File: config.mk
export PLATFORM = sky130hd
export DESIGN_NAME = timer16_top
export DESIGN_NICKNAME = d
export VERILOG_FILES = /design/src/hdl/timer16_pkg.sv /design/src/hdl/edge_sync.sv /design/src/hdl/count16.sv /design/src/hdl/timer16_top.sv
export VERILOG_INCLUDE_DIRS = /design/src /design/src/hdl
export SDC_FILE = /design/constraint.sdc
export NUM_CORES = 1
export LEC_CHECK = 0
export ABC_AREA = 1
export BUFFER_PORTS_ARGS = -buffer_cell sky130_fd_sc_hd__buf_2
export CAP_MARGIN = 20
export CORE_ASPECT_RATIO = 0.75
export CORE_MARGIN = 10
export CORE_UTILIZATION = 43
export DETAILED_ROUTE_END_ITERATION = 8
export PLACE_DENSITY = 0.68
export RECOVER_POWER = 50
export SLEW_MARGIN = 15
export SYNTH_ARGS = -nofsm -noshare
export SYNTH_HDL_FRONTEND = slang
export SYNTH_SLANG_ARGS = --single-unit
File: constraint.sdc
create_clock -name mclk_i -period 4.55 [get_ports mclk_i]
set_input_delay 0.2275 -clock mclk_i [delete_from_list [all_inputs] [get_ports mclk_i]]
set_output_delay 0.2275 -clock mclk_i [all_outputs]
set_load 0.1 [all_outputs]
File: src/hdl/timer16_params.svh
// Constants of the 16-bit timer/counter: offsets, fields, reset values.
// Included by the package, count16, timer16_top and the test bench; definitions only.
`ifndef TIMER16_PARAMS_SVH
`define TIMER16_PARAMS_SVH

`define OFS_CONTROL 8'h10
`define OFS_COUNT_LOW 8'h14
`define OFS_COUNT_HIGH 8'h18
`define OFS_IRQ_STATUS 8'h1c
`define OFS_IRQ_MASK 8'h20

`define BIT_RUN_ENABLE 0
`define BIT_CLOCK_SOURCE_SELECT 1
`define BIT_SYNC_DISABLE 2
`define BIT_OSCILLATOR_ENABLE 3
`define BIT_IRQ_OVERFLOW 0

`define CONTROL_WMASK 8'h3f
`define CONTROL_RESET 8'h00
`define IRQ_WMASK 8'h01
`define COUNT_ONES 16'hffff
`define COUNT_ZERO 16'h0000
`define BYTE_ZERO 8'h00
`define COUNT_STEP 16'h0001

`endif

File: src/hdl/timer16_pkg.sv
// Types shared by the 16-bit timer/counter design.
// Assumes the params header sits on the include path.
`include "timer16_params.svh"

package timer16_pkg;

  typedef enum logic [1:0] {
    MODE_TIMER,
    MODE_SYNC_COUNTER,
    MODE_ASYNC_COUNTER
  } count_mode_t;

  typedef struct packed {
    logic [7:0] adr;
    logic we;
    logic [7:0] dat;
    logic sel;
  } bus_req_t;

  typedef struct packed {
    logic osc_in_oe_n;
    logic osc_out_oe_n;
  } pin_dir_t;

endpackage

File: src/hdl/edge_sync.sv
// Rising-edge detector for the external count clock.
// Two-stage synchroniser, or a single sampling stage when bypassed.
`timescale 1ns/10ps
`default_nettype none

module edge_sync (
  input wire logic mclk_i,
  input wire logic rst_n_i,
  input wire logic ext_clk_i,
  input wire logic sync_en_i,
  output logic rise_o
);

  logic meta_q;
  logic sync_q;
  logic direct_q;
  logic last_q;
  logic level;

  // Synchroniser and direct sample
  always_ff @(posedge mclk_i) begin
    if (!rst_n_i) begin
      meta_q <= 1'b0;
      sync_q <= 1'b0;
      direct_q <= 1'b0;
    end else begin
      meta_q <= ext_clk_i;
      sync_q <= meta_q;
      direct_q <= ext_clk_i;
    end
  end

  assign level = sync_en_i ? sync_q : direct_q;

  always_ff @(posedge mclk_i) begin
    if (!rst_n_i) begin
      last_q <= 1'b0;
    end else begin
      last_q <= level;
    end
  end

  // Rising edges only
  assign rise_o = level & ~last_q;

endmodule // edge_sync

`default_nettype wire

File: src/hdl/count16.sv
// The 16-bit count split as two byte registers with wrap detection.
// Assumes one-cycle strobes from the register block.
`timescale 1ns/10ps
`default_nettype none
`include "timer16_params.svh"

module count16
  import timer16_pkg::*;
(
  input wire logic mclk_i,
  input wire logic rst_n_i,
  input wire logic step_i,
  input wire logic clear_i,
  input wire logic wr_low_i,
  input wire logic wr_high_i,
  input wire logic [7:0] wdata_i,
  output logic [7:0] low_o,
  output logic [7:0] high_o,
  output logic wrap_o
);

  logic [7:0] low_q;
  logic [7:0] high_q;
  logic [15:0] next;

  assign next = {high_q, low_q} + `COUNT_STEP;

  always_ff @(posedge mclk_i) begin
    if (!rst_n_i || clear_i) begin
      low_q <= `BYTE_ZERO;
      high_q <= `BYTE_ZERO;
    end else if (wr_low_i || wr_high_i) begin
      if (wr_low_i) begin
        low_q <= wdata_i;
      end
      if (wr_high_i) begin
        high_q <= wdata_i;
      end
    end else if (step_i) begin
      low_q <= next[7:0];
      high_q <= next[15:8];
    end
  end

  // Wrap from all ones to zero
  assign wrap_o = rst_n_i && !clear_i && !wr_low_i && !wr_high_i && step_i
    && ({high_q, low_q} == `COUNT_ONES);
  assign low_o = low_q;
  assign high_o = high_q;

endmodule // count16

`default_nettype wire

File: src/hdl/timer16_top.sv
// Top of the 16-bit timer/counter with a classic Wishbone slave.
// Assumes mclk_i is the instruction-cycle clock and pins are synchronous.
//
// Summary of operation
// - The count is 16 bits held as a low-byte and a high-byte register.
// - Software reads and writes both count byte registers.
// - Overflow is flagged when the count wraps from ffff to 0000.
// - A capture/compare trigger input clears the whole count.
// - Counting happens only while run_enable (control bit 0) is set.
// - Control bit 1, clock_source_select, picks timer or counter mode.
// - Timer mode adds one on every instruction cycle.
// - Counter mode adds one on each rising external edge, never falling.
// - oscillator_enable forces both oscillator pins to inputs.
//
// Decided for this implementation: the Wishbone interface to the registers.
`timescale 1ns/10ps
`default_nettype none
`include "timer16_params.svh"

module timer16_top
  import timer16_pkg::*;
(
  input wire logic mclk_i,
  input wire logic rst_n_i,
  input wire logic wb_cyc_i,
  input wire logic wb_stb_i,
  input wire logic wb_we_i,
  input wire logic [7:0] wb_adr_i,
  input wire logic [3:0] wb_sel_i,
  input wire logic [31:0] wb_dat_i,
  output logic [31:0] wb_dat_o,
  output logic wb_ack_o,
  output logic wb_err_o,
  input wire logic capture_compare_reset_i,
  input wire logic oscillator_output_clock_pin_i,
  input wire logic [2:1] port_direction_bits_i,
  output logic oscillator_input_pin_oe_n_o,
  output logic oscillator_output_clock_pin_oe_n_o,
  output logic irq_o
);

  bus_req_t req;
  pin_dir_t pin_dir;
  count_mode_t mode;
  logic [7:0] control_q;
  logic [7:0] irq_status_q;
  logic [7:0] irq_mask_q;
  logic [31:0] rdata_q;
  logic ack_q;
  logic err_q;
  logic access;
  logic hit;
  logic wr;
  logic wr_low;
  logic wr_high;
  logic ext_rise;
  logic step;
  logic wrap;
  logic [7:0] count_low;
  logic [7:0] count_high;

  function automatic logic is_mapped(input logic [7:0] adr);
    is_mapped = (adr == `OFS_CONTROL) || (adr == `OFS_COUNT_LOW) ||
      (adr == `OFS_COUNT_HIGH) || (adr == `OFS_IRQ_STATUS) ||
      (adr == `OFS_IRQ_MASK);
  endfunction

  assign req = '{adr: wb_adr_i, we: wb_we_i, dat: wb_dat_i[7:0], sel: wb_sel_i[0]};
  assign access = wb_cyc_i && wb_stb_i && !ack_q && !err_q;
  assign hit = access && is_mapped(req.adr);
  assign wr = hit && req.we && req.sel;
  assign wr_low = wr && (req.adr == `OFS_COUNT_LOW);
  assign wr_high = wr && (req.adr == `OFS_COUNT_HIGH);

  // Mode decode
  always_comb begin
    if (!control_q[`BIT_CLOCK_SOURCE_SELECT]) begin
      mode = MODE_TIMER;
    end else if (control_q[`BIT_SYNC_DISABLE]) begin
      mode = MODE_ASYNC_COUNTER;
    end else begin
      mode = MODE_SYNC_COUNTER;
    end
  end

  edge_sync u_edge_sync (
    .mclk_i(mclk_i),
    .rst_n_i(rst_n_i),
    .ext_clk_i(oscillator_output_clock_pin_i),
    .sync_en_i(mode == MODE_SYNC_COUNTER),
    .rise_o(ext_rise)
  );

  // Count step selection
  always_comb begin
    case (mode)
      MODE_TIMER: step = 1'b1;
      MODE_SYNC_COUNTER: step = ext_rise;
      MODE_ASYNC_COUNTER: step = ext_rise;
      default: step = 1'b0;
    endcase
    step = step && control_q[`BIT_RUN_ENABLE];
  end

  count16 u_count16 (
    .mclk_i(mclk_i),
    .rst_n_i(rst_n_i),
    .step_i(step),
    .clear_i(capture_compare_reset_i),
    .wr_low_i(wr_low),
    .wr_high_i(wr_high),
    .wdata_i(req.dat),
    .low_o(count_low),
    .high_o(count_high),
    .wrap_o(wrap)
  );

  // Control register
  always_ff @(posedge mclk_i) begin
    if (!rst_n_i) begin
      control_q <= `CONTROL_RESET;
    end else if (wr && req.adr == `OFS_CONTROL) begin
      control_q <= req.dat & `CONTROL_WMASK;
    end
  end

  // Sticky overflow flag, set wins over clear
  always_ff @(posedge mclk_i) begin
    if (!rst_n_i) begin
      irq_status_q <= `BYTE_ZERO;
    end else begin
      if (wr && req.adr == `OFS_IRQ_STATUS) begin
        irq_status_q <= irq_status_q & ~(req.dat & `IRQ_WMASK);
      end
      if (wrap) begin
        irq_status_q[`BIT_IRQ_OVERFLOW] <= 1'b1;
      end
    end
  end

  always_ff @(posedge mclk_i) begin
    if (!rst_n_i) begin
      irq_mask_q <= `BYTE_ZERO;
    end else if (wr && req.adr == `OFS_IRQ_MASK) begin
      irq_mask_q <= req.dat & `IRQ_WMASK;
    end
  end

  assign irq_o = |(irq_status_q & irq_mask_q);

  // Bus answer: ack one cycle after request, err on unmapped address
  always_ff @(posedge mclk_i) begin
    if (!rst_n_i) begin
      ack_q <= 1'b0;
      err_q <= 1'b0;
      rdata_q <= 32'h0000_0000;
    end else begin
      ack_q <= hit;
      err_q <= access && !hit;
      if (hit && !req.we) begin
        case (req.adr)
          `OFS_CONTROL: rdata_q <= {24'h00_0000, control_q};
          `OFS_COUNT_LOW: rdata_q <= {24'h00_0000, count_low};
          `OFS_COUNT_HIGH: rdata_q <= {24'h00_0000, count_high};
          `OFS_IRQ_STATUS: rdata_q <= {24'h00_0000, irq_status_q};
          `OFS_IRQ_MASK: rdata_q <= {24'h00_0000, irq_mask_q};
          default: rdata_q <= 32'h0000_0000;
        endcase
      end
    end
  end

  assign wb_ack_o = ack_q;
  assign wb_err_o = err_q;
  assign wb_dat_o = rdata_q;

  // Pin direction override
  assign pin_dir.osc_in_oe_n = control_q[`BIT_OSCILLATOR_ENABLE] | port_direction_bits_i[2];
  assign pin_dir.osc_out_oe_n = control_q[`BIT_OSCILLATOR_ENABLE] | port_direction_bits_i[1];
  assign oscillator_input_pin_oe_n_o = pin_dir.osc_in_oe_n;
  assign oscillator_output_clock_pin_oe_n_o = pin_dir.osc_out_oe_n;

endmodule // timer16_top

`default_nettype wire

* Word-level counts from Yosys, hierarchy flattened
Index checks and enable logic that the tools add are counted.
** Storage, ports and cells
- Register bits after elaboration :: 68
- Input bits :: 53
- Logic and storage cells :: 83
** Operators by class
- Add/subtract/negate cells :: 1
- Eq/ne operators :: 10
- Mux-type cells :: 13
- Bitwise operators :: 7
- Reductions and logical operators :: 40
** Operator list (count)
- $mux W8 :: 6
- $pmux W8 S5 :: 1
- $eq A8 B5 Y1 const B :: 4
- $logic_and A1 B1 Y1 :: 19
- $add A16 B1 Y16 const B :: 1
- $eq A16 B16 Y1 const B :: 1
- $and A8 B1 Y8 :: 1
- $and A8 B8 Y8 :: 1
- $eq A8 B6 Y1 const B :: 1
- $logic_not A1 Y1 :: 8
- $not A1 Y8 :: 1
- $reduce_or A8 Y1 :: 1
- $logic_or A1 B1 Y1 :: 6
- $mux W2 :: 2
- $ne A2 B1 Y1 const B :: 2
- $reduce_and A2 Y1 :: 2
- $reduce_bool A2 Y1 :: 2
- $mux W1 :: 3
- $eq A2 B1 Y1 const B :: 1
- $eq A2 B2 Y1 const B :: 1
- $logic_not A2 Y1 :: 1
- $or A1 B1 Y1 :: 2
- $pmux W1 S2 :: 1
- $reduce_or A2 Y1 :: 1
- other kinds (2) :: 2

* Logic depth before layout (Yosys ltp)
Gate-level depths: netlist (run 1).
- Word-level depth :: 15
- Mapped depth :: 12

* Cells and area by module
From an unflattened synthesis (run 1), not the netlist that was laid out.
** Second synthesis, totals
- Cells, all modules :: 380
- Area, all modules :: 2517.4 µm²
** By module, submodules not included
- timer16_top :: times used 1, cells an instance 193, area each 1315.0 µm², seq. area each 360.3 µm²
- count16 :: times used 1, cells an instance 171, area each 1093.5 µm², seq. area each 320.3 µm²
- edge_sync :: times used 1, cells an instance 16, area each 108.9 µm², seq. area each 60.1 µm²

* Worst setup path after synthesis (run 1)
OpenSTA, ideal clock, no wires.
- Path kind :: flip-flop to flip-flop
- From :: reg ack_q, in the netlist wb_ack_o
- To :: reg u_count16.high_q[1], in the netlist u_count16.high_o[1]
- Data arrival time :: 1818 ps
- Data required time :: 4433 ps
- Path slack :: 2614 ps
- Cell stages (with the launch flop) :: 8
- Period minus slack after synthesis :: 1936 ps
- Cells stage by stage :: dfxtp_1 -> nor3_4 -> nand3_4 -> nor2_4 -> o21ai_2 -> buf_6 -> o21ai_0 -> nor2_1
** On the way
- Longest elaborated chain between the ends :: 10
- Elaborated cells between the ends (all ways) :: 13
- Those cells by class :: eq/ne: 1; mux: 1; reduce/logical: 11
** Ends and longest elaborated chain
- start: declaration :: line timer16_top.sv:49 : logic ack_q;
- start signal: assignment :: line timer16_top.sv:158 : ack_q <= hit;
- $logic_not A1 Y1 (*) :: line timer16_top.sv:69 : assign access = wb_cyc_i && wb_stb_i && !ack_q && !err_q;
- $logic_and A1 B1 Y1 (*) (2 in a row) :: line timer16_top.sv:69
- $logic_and A1 B1 Y1 (*) :: line timer16_top.sv:70 : assign hit = access && is_mapped(req.adr);
- $logic_and A1 B1 Y1 (*) (2 in a row) :: line timer16_top.sv:71 : assign wr = hit && req.we && req.sel;
- $logic_and A1 B1 Y1 (on tied branches) :: line timer16_top.sv:72, timer16_top.sv:73
- $logic_or A1 B1 Y1 :: line count16.sv:32 : end else if (wr_low_i || wr_high_i) begin
- $ne A2 B1 Y1 (no line) or $reduce_bool A2 Y1 (tied branches)
- $reduce_and A2 Y1 (no line)
- end signal: assignment :: line count16.sv:31 : high_q <= `BYTE_ZERO;
- end signal: assignment :: line count16.sv:37 : high_q <= wdata_i;
- end signal: assignment :: line count16.sv:41 : high_q <= next[15:8];
- end: declaration :: line count16.sv:23 : logic [7:0] high_q;
Every way passes the cells marked *; elsewhere a longest branch is shown, timed or not.
A chain may end at the register's enable or synchronous reset.

* Final worst setup path (run 1)
- From :: reg ack_q, in the netlist wb_ack_o
- To :: reg rdata_q[2], in the netlist wb_dat_o[2]
** On the way
- Longest elaborated chain between the ends :: 5
** Ends and longest elaborated chain
- $logic_not A1 Y1 :: line timer16_top.sv:69
- $logic_and A1 B1 Y1 (2 in a row) :: line timer16_top.sv:69
- $logic_and A1 B1 Y1 :: line timer16_top.sv:70
- $logic_and A1 B1 Y1 :: line timer16_top.sv:160 : if (hit && !req.we) begin
- end signal: assignment :: line timer16_top.sv:162 : `OFS_CONTROL: rdata_q <= {24'h00_0000, control_q};
- end signal: assignment :: line timer16_top.sv:163 : `OFS_COUNT_LOW: rdata_q <= {24'h00_0000, count_low};
- end signal: assignment :: line timer16_top.sv:164 : `OFS_COUNT_HIGH: rdata_q <= {24'h00_0000, count_high};
- end: declaration :: line timer16_top.sv:48 : logic [31:0] rdata_q;
No other way between the ends.

==> key figures, run 1 <==
Run status
  • Status: completed

Synthesis
  • Synth Area in Simple Gates: 0.331
  • Mapped Area: about 2500 um^2
  • Mux share of post-synthesis cell area: 0
  • #FFs+latches synth: 37
  • Post-synthesis adder-cell area fraction: 0.0149
  • Synthesized area per cell: between 6 and 7 um^2
  • Post-synthesis compound-gate area fraction: 0.164
  • Synth unique cells: 39
  • Synth Area in XOR/XNOR: 0.0416
  • Async set or reset register ratio after synthesis: 0
  • Yosys warns: 0
  • Top post-synthesis cells by area: dfxtp_1 (29%), nor2_1 (9.2%), nand2_1 (8.9%)
  • Sequential area share after synthesis: 0.293
  • Synth Flop Type: dfxtp_1
  • Most common cell in the netlist: nor2_1
  • EDFF count, synth: 0
  • Synth top area share: 0.293
  • Area leader, netlist: dfxtp_1
  • Post-Syn Instances: ~370
  • Largest family of logic cells by synthesized area: simple AND/OR/NAND/NOR gates
  • Most instantiated cells after synthesis: nor2_1 (62), nand2_1 (60), inv_1 (39)

STA
  • Setup TNS: 0 ns
  • Worst hold slack: 0.121 ns
  • Slew @ Worst Pin: 1.18 ns
  • Setup ws final: 2.09 ns
  • Final min period: ~2.5 ns
  • Max-slew violations: 0
  • Final period util: 0.540
  • Max Clock Skew: between 0.002 and 0.003 ns
  • Hold Vio Cnt, Final: 0
  • Max_slew headroom: 0.215
  • RSZ-0062 raised after global routing: no
  • Final setup viols: 0
  • Max Fclk: a little over 0.4 GHz

Clocking
  • CTS Buffer Depth: 2
  • Clk_lat worst skew: 0.29 ns
  • Clock transition at path regs: 0.07 ns
  • Clock sink count: 37
  • PostCTS Resize Cnt: 0
  • Post-CTS Setup Bufs: 0
  • Clock buffer count from CTS: 5
  • H-tree Lvls: 2
  • Clock root cell: clkbuf_8
  • CTS tree: built
  • Hold_buf cts: 0

Critical path
  • Worst-path cell chain: nor3_1, nand2_1, nor2_1, o21ai_0, a21oi_1
  • Critical path arrival: 2.68 ns
  • Crit. End Element: flip-flop
  • Worst Setup Start Kind: flip-flop
  • Slowest stage delay, CP: 0.82 ns
  • CP max FO: 16
  • Crit-path slowest cell: nor3_1
  • R2R setup slack: 2.09 ns
  • Worst Path Required: about 4.8 ns
  • Path type of the worst setup path: flip-flop to flip-flop

Floorplan
  • Initial core utilization: 0.438
  • Cell Rows: 24
  • Die width: 109 um
  • Die Span Y: 86.4 um
  • Core box area: 5770 um^2
  • Die Area: 9370 um^2
  • # IOs: 90

Finish
  • ANT cells: 0
  • NumNets Final: 462
  • Synth-to-layout area growth: 9.41%
  • Final Non-Filler Cells: 485
  • Share of layout cells above drive strength 1: 0.172

Routing
  • Avg WL per Cell: 13.5 um
  • DRC: 0
  • First-pass iteration count of the detailed router: 5
  • Initial DRC count: 171
  • DRT antenna net count: 0
  • Via count: ~2400
  • Total routed wirelength: 6.53 mm
  • Vias/cell: 4.89

Min path
  • Worst Hold Class: primary input to flip-flop

Global route
  • Largest net degree at the start of global routing: 19
  • Vias in the first global route: 2216
  • Total Routing Usage GR: 0.140
  • First-pass GRT wire length: 10.7 mm
  • Initial antenna violation count: 0
  • Grt ovf: 0

Place
  • # port buffers: 38
  • Post-placement setup slack: ~2.2 ns
  • DPL Wire Length: between 5 and 6 mm
  • Final GP Congestion: ~0.93
  • DP Cell Count: 477

Power and ir drop
  • VDD IR max: 0.192 mV
  • Tot Pwr: 0.000762 W
  • Pwr/cell area: between 200 and 300 nW/um^2
  • Leakage power: ~1.3 nW

Run
  • MaxCap Viol Count: 0
-- routing by layer --
layer  wire length, um  global-route usage  vias to the layer above  share of wire
met5                 0                   0                        -              0
met4                31              0.0263                        0         0.0047
met3               627              0.0445                        6          0.096
met2              2780               0.212                       97           0.43
met1              3090               0.190                     1064           0.47
li1                  -                   -                     1207              -
-- metrics by stage --
step / util / cell area [um^2]
2_1_floorplan: - / 2610
3_3_place_gp: 0.465 / 2680
3_5_place_dp: 0.465 / 2680
4_1_cts: 0.485 / 2800
5_1_grt: 0.479 / 2760
6_report: 0.479 / 2760
-- layout by cell type, fill, tap and decap left out, types with 6 or more instances in the layout --
| cell type | n |
|---|---|
| o21ai_0 | 32 |
| inv_1 | 39 |
| a21oi_1 | 16 |
| clkbuf_8 | 6 |
| xor2_1 | 12 |
| nand2_2 | 12 |
| nand3_1 | 11 |
| buf_2 | 24 |
| nand4_1 | 7 |
| conb_1 | 24 |
| clkbuf_1 | 15 |
| dfxtp_1 | 37 |
| nand2_1 | 60 |
| nor2_1 | 63 |
-- registers in the layout, summed over array words and instances (netlist names), 6 cells and up --
signal / count
control_q: 6
u_count16.high_o: 8
u_count16.low_o: 8
wb_dat_o: 8
-- final timing paths --
| kind | endpoint | depth (start not counted) | start |
|---|---|---|---|
| min reg2reg | u_edge_sync.sync_q | 2 | u_edge_sync.meta_q |
| max | wb_dat_o[2] | 5 | wb_ack_o |
| max reg2reg | wb_dat_o[2] | 5 | wb_ack_o |
| min | u_edge_sync.meta_q | 3 | oscillator_output_clock_pin_i |
-- final cells by class --
cell class	instances	area (um^2)
tap	78	97.6
timing repair buffer	38	173
multi-input combinational	280	1470
sequential	37	741
fill	612	3000
clock buffer	7	86.3
inverter	44	168
clock inverter	1	30.0
-- where the power goes --
group          total (W)  internal [W]  leakage [nW]  switching, W
registers       0.000326      0.000325         0.299   0.000000643
logic           0.000137     0.0000142         0.906      0.000123
clock network   0.000298      0.000179        0.0585      0.000120
-- cells by family (layout without fill, tap and decap cells) --
kind of cell / Yosys count / in the layout
flip-flops: 37 / 37
XOR/XNOR: 12 / 12
other: 1 / 24
AND/OR/NAND/NOR: 173 / 173
adder cells (fa/ha/maj): 3 / 3
AO/OA/AOI/OAI: 68 / 68
buffers and inverters: 73 / 90
-- critical path, delay by kind of cell, from the launching register on --
| kind | cells | cell delay (ns) |
|---|---|---|
| AO/OA/AOI/OAI | 2 | 0.32 |
| flip-flops | 1 | 0.31 |
| AND/OR/NAND/NOR | 3 | 1.73 |
Note: power is estimated with default switching activity, not from simulation.
==> inputs of run 2 (changes only) <==
Settings changed: PLACE_DENSITY 0.68 to 0.7.
Clock period 4.55 ns to 2.2 ns, I/O delays scaled along.
==> run 2 against run 1 <==
- clock-buffer cell count is 1 lower
- non-clock buffer count is 4 higher
- clock power is 57% higher
- sequential power is 110% higher
- fmax is 34% higher
- critical path type unchanged
- routed wire length is 3.6% higher
==> key figures, run 2 (synthesis results as in run 1) <==
Run status
  • Status: completed (unchanged)

Global route
  • First-pass GRT wire length: 11.0 mm (was 10.7 mm)
  • Total Routing Usage GR: 0.143 (was 0.140)
  • Grt ovf: 0 (unchanged)
  • Vias in the first global route: 2375 (was 2216)
  • Initial antenna violation count: 0 (unchanged)
  • Largest net degree at the start of global routing: 19 (unchanged)

Floorplan
  • Core box area: 5770 um^2 (unchanged)
  • Die Span Y: 86.4 um (unchanged)
  • Cell Rows: 24 (unchanged)
  • # IOs: 90 (unchanged)
  • Die width: 109 um (unchanged)
  • Die Area: 9370 um^2 (unchanged)
  • Initial core utilization: 0.438 (unchanged)

Min path
  • Hold Crit Endpoint: u_edge_sync.meta_q (unchanged)
  • Worst Hold Launch: oscillator_output_clock_pin_i (unchanged)
  • Hold path depth: 3 (unchanged)
  • Worst Hold Class: primary input to flip-flop (unchanged)

Power and ir drop
  • VDD IR max: 0.276 mV (was 0.192 mV)
  • Pwr/cell area: 515 nW/um^2 (was 276 nW/um^2)
  • Leakage power: 1.27 nW (was 1.26 nW)
  • Tot Pwr: 0.00143 W (was 0.000762 W)

Routing
  • Initial DRC count: 146 (was 171)
  • Via count: 2424 (was 2374)
  • Vias/cell: 4.96 (was 4.89)
  • Total routed wirelength: 6.77 mm (was 6.53 mm)
  • DRC: 0 (unchanged)
  • First-pass iteration count of the detailed router: 4 (was 5)
  • Avg WL per Cell: 13.8 um (was 13.5 um)
  • DRT antenna net count: 0 (unchanged)

Critical path
  • Top delay family on crit path: simple AND/OR/NAND/NOR gates (unchanged)
  • R2R depth: 7 (was 5)
  • R2R setup slack: 0.36 ns (was 2.09 ns)
  • Buffers & Inverters on Critical Path: 0 (unchanged)
  • Crit Reg-Reg Endpoint: u_count16.low_o[5] (was wb_dat_o[2])
  • CP max FO: 12 (was 16)
  • Crit-path slowest cell: a21oi_4 (was nor3_1)
  • Critical path arrival: 2.07 ns (was 2.68 ns)
  • Worst Setup Start Kind: flip-flop (unchanged)
  • Worst Path Required: 2.44 ns (was 4.77 ns)
  • Reg-to-reg startpoint: wb_ack_o (unchanged)
  • Path type of the worst setup path: flip-flop to flip-flop (unchanged)
  • Slowest stage delay, CP: 0.43 ns (was 0.82 ns)
  • Crit-path most repeated cell: nor2_1
  • Crit. End Element: flip-flop (unchanged)
  • Worst-path cell chain: nor3_4, nand3_4, a21oi_4, nand2_1, o21ai_0, nor2_1, nor2_1 (was nor3_1, nand2_1, nor2_1, o21ai_0, a21oi_1)

STA
  • Setup TNS: 0 ns (unchanged)
  • Max Clock Skew: 0.00688 ns (was 0.00296 ns)
  • Final setup viols: 0 (unchanged)
  • Final period util: 0.835 (was 0.540)
  • Worst hold slack: 0.00903 ns (was 0.121 ns)
  • RSZ-0062 raised after global routing: no (unchanged)
  • Max-slew violations: 0 (unchanged)
  • Max_slew headroom: 0.216 (was 0.215)
  • Final min period: 1.84 ns (was 2.46 ns)
  • Hold Vio Cnt, Final: 0 (unchanged)
  • Slew @ Worst Pin: 1.18 ns (about the same)
  • Max Fclk: 0.544 GHz (was 0.407 GHz)

Clocking
  • Clock transition at path regs: 0.08 ns (was 0.07 ns)
  • H-tree Lvls: 2 (unchanged)
  • Hold_buf cts: 0 (unchanged)
  • Clock root cell: clkbuf_8 (unchanged)
  • CTS Buffer Depth: 2 (unchanged)
  • CTS tree: built (unchanged)
  • Clock buffer count from CTS: 5 (unchanged)
  • PostCTS Resize Cnt: 0 (unchanged)
  • Post-CTS Setup Bufs: 0 (unchanged)
  • Clock sink count: 37 (unchanged)
  • Clk_lat worst skew: 0.29 ns (about the same)

Place
  • DPL Wire Length: 5.40 mm (was 5.19 mm)
  • Final GP Congestion: 0.954 (was 0.932)
  • # port buffers: 38 (unchanged)

Finish
  • NumNets Final: 466 (was 462)
  • Leading cell types in the layout, fill and taps excluded: nor2_1 (62), nand2_1 (60), inv_1 (39) (was nor2_1 (63), nand2_1 (60), inv_1 (39))
  • Synth-to-layout area growth: 9.81% (was 9.41%)
  • ANT cells: 0 (unchanged)
  • Leading cell type in the layout, fill and taps excluded: nor2_1 (unchanged)
  • Share of layout cells above drive strength 1: 0.185 (was 0.172)
  • Final core utilization: 0.481 (was 0.479)

Run
  • MaxCap Viol Count: 0 (unchanged)
[run 2: final cells by class]
type	count	area, um^2
clock buffer	6	72.6
clock inverter	2	10.0
fill	626	2990
inverter	44	168
multi-input combinational	280	1480
sequential	37	741
tap	78	97.6
timing repair buffer	42	203
[run 2: worst max path at each step]
stage                                endpoint  cells after the start    startpoint  slack [ns]
after detailed placement  u_count16.high_o[7]                     10  control_q[1]        0.38
after CTS                  u_count16.low_o[5]                      7      wb_ack_o        0.36
final                      u_count16.low_o[5]                      7      wb_ack_o        0.36
after global placement    u_count16.high_o[6]                     10  control_q[1]        0.39
after global routing      u_count16.high_o[5]                     10  control_q[1]        0.18
after floorplan           u_count16.high_o[1]                      7      wb_ack_o        0.26
[run 2: layer usage]
layer | wire length, um | GRT usage | vias to the layer above
li1 | - | - | 1216
met1 | 3240 | 0.193 | 1121
met2 | 2890 | 0.218 | 78
met3 | 571 | 0.0423 | 9
met4 | 65 | 0.0382 | 0
met5 | 0 | 0 | -
[run 2: through the flow]
| step | worst slack [ns] | area (um^2) | std cells |
|---|---|---|---|
| finish | 0.362 | 2770 | 489 |
| global route | 0.184 | 2770 | 489 |
| CTS | 0.363 | 2790 | 489 |
| detailed placement | 0.384 | 2710 | 481 |
| global placement | 0.387 | 2710 | 481 |
| floorplan | 0.264 | 2610 | 390 |
[run 2: worst min-delay path, cell delays in order]
cell	delay (ns)
buf_2	0.08
nand2_1	0.04
inv_1	0.04
[run 2: report_power, final]
group / internal (W) / switching [W] / leakage (nW) / total (W)
combinational: 0.0000311 / 0.000256 / 0.928 / 0.000287
sequential: 0.000673 / 0.00000176 / 0.299 / 0.000675
clock: 0.000220 / 0.000248 / 0.0450 / 0.000467
total: 0.000924 / 0.000505 / 1.27 / 0.00143
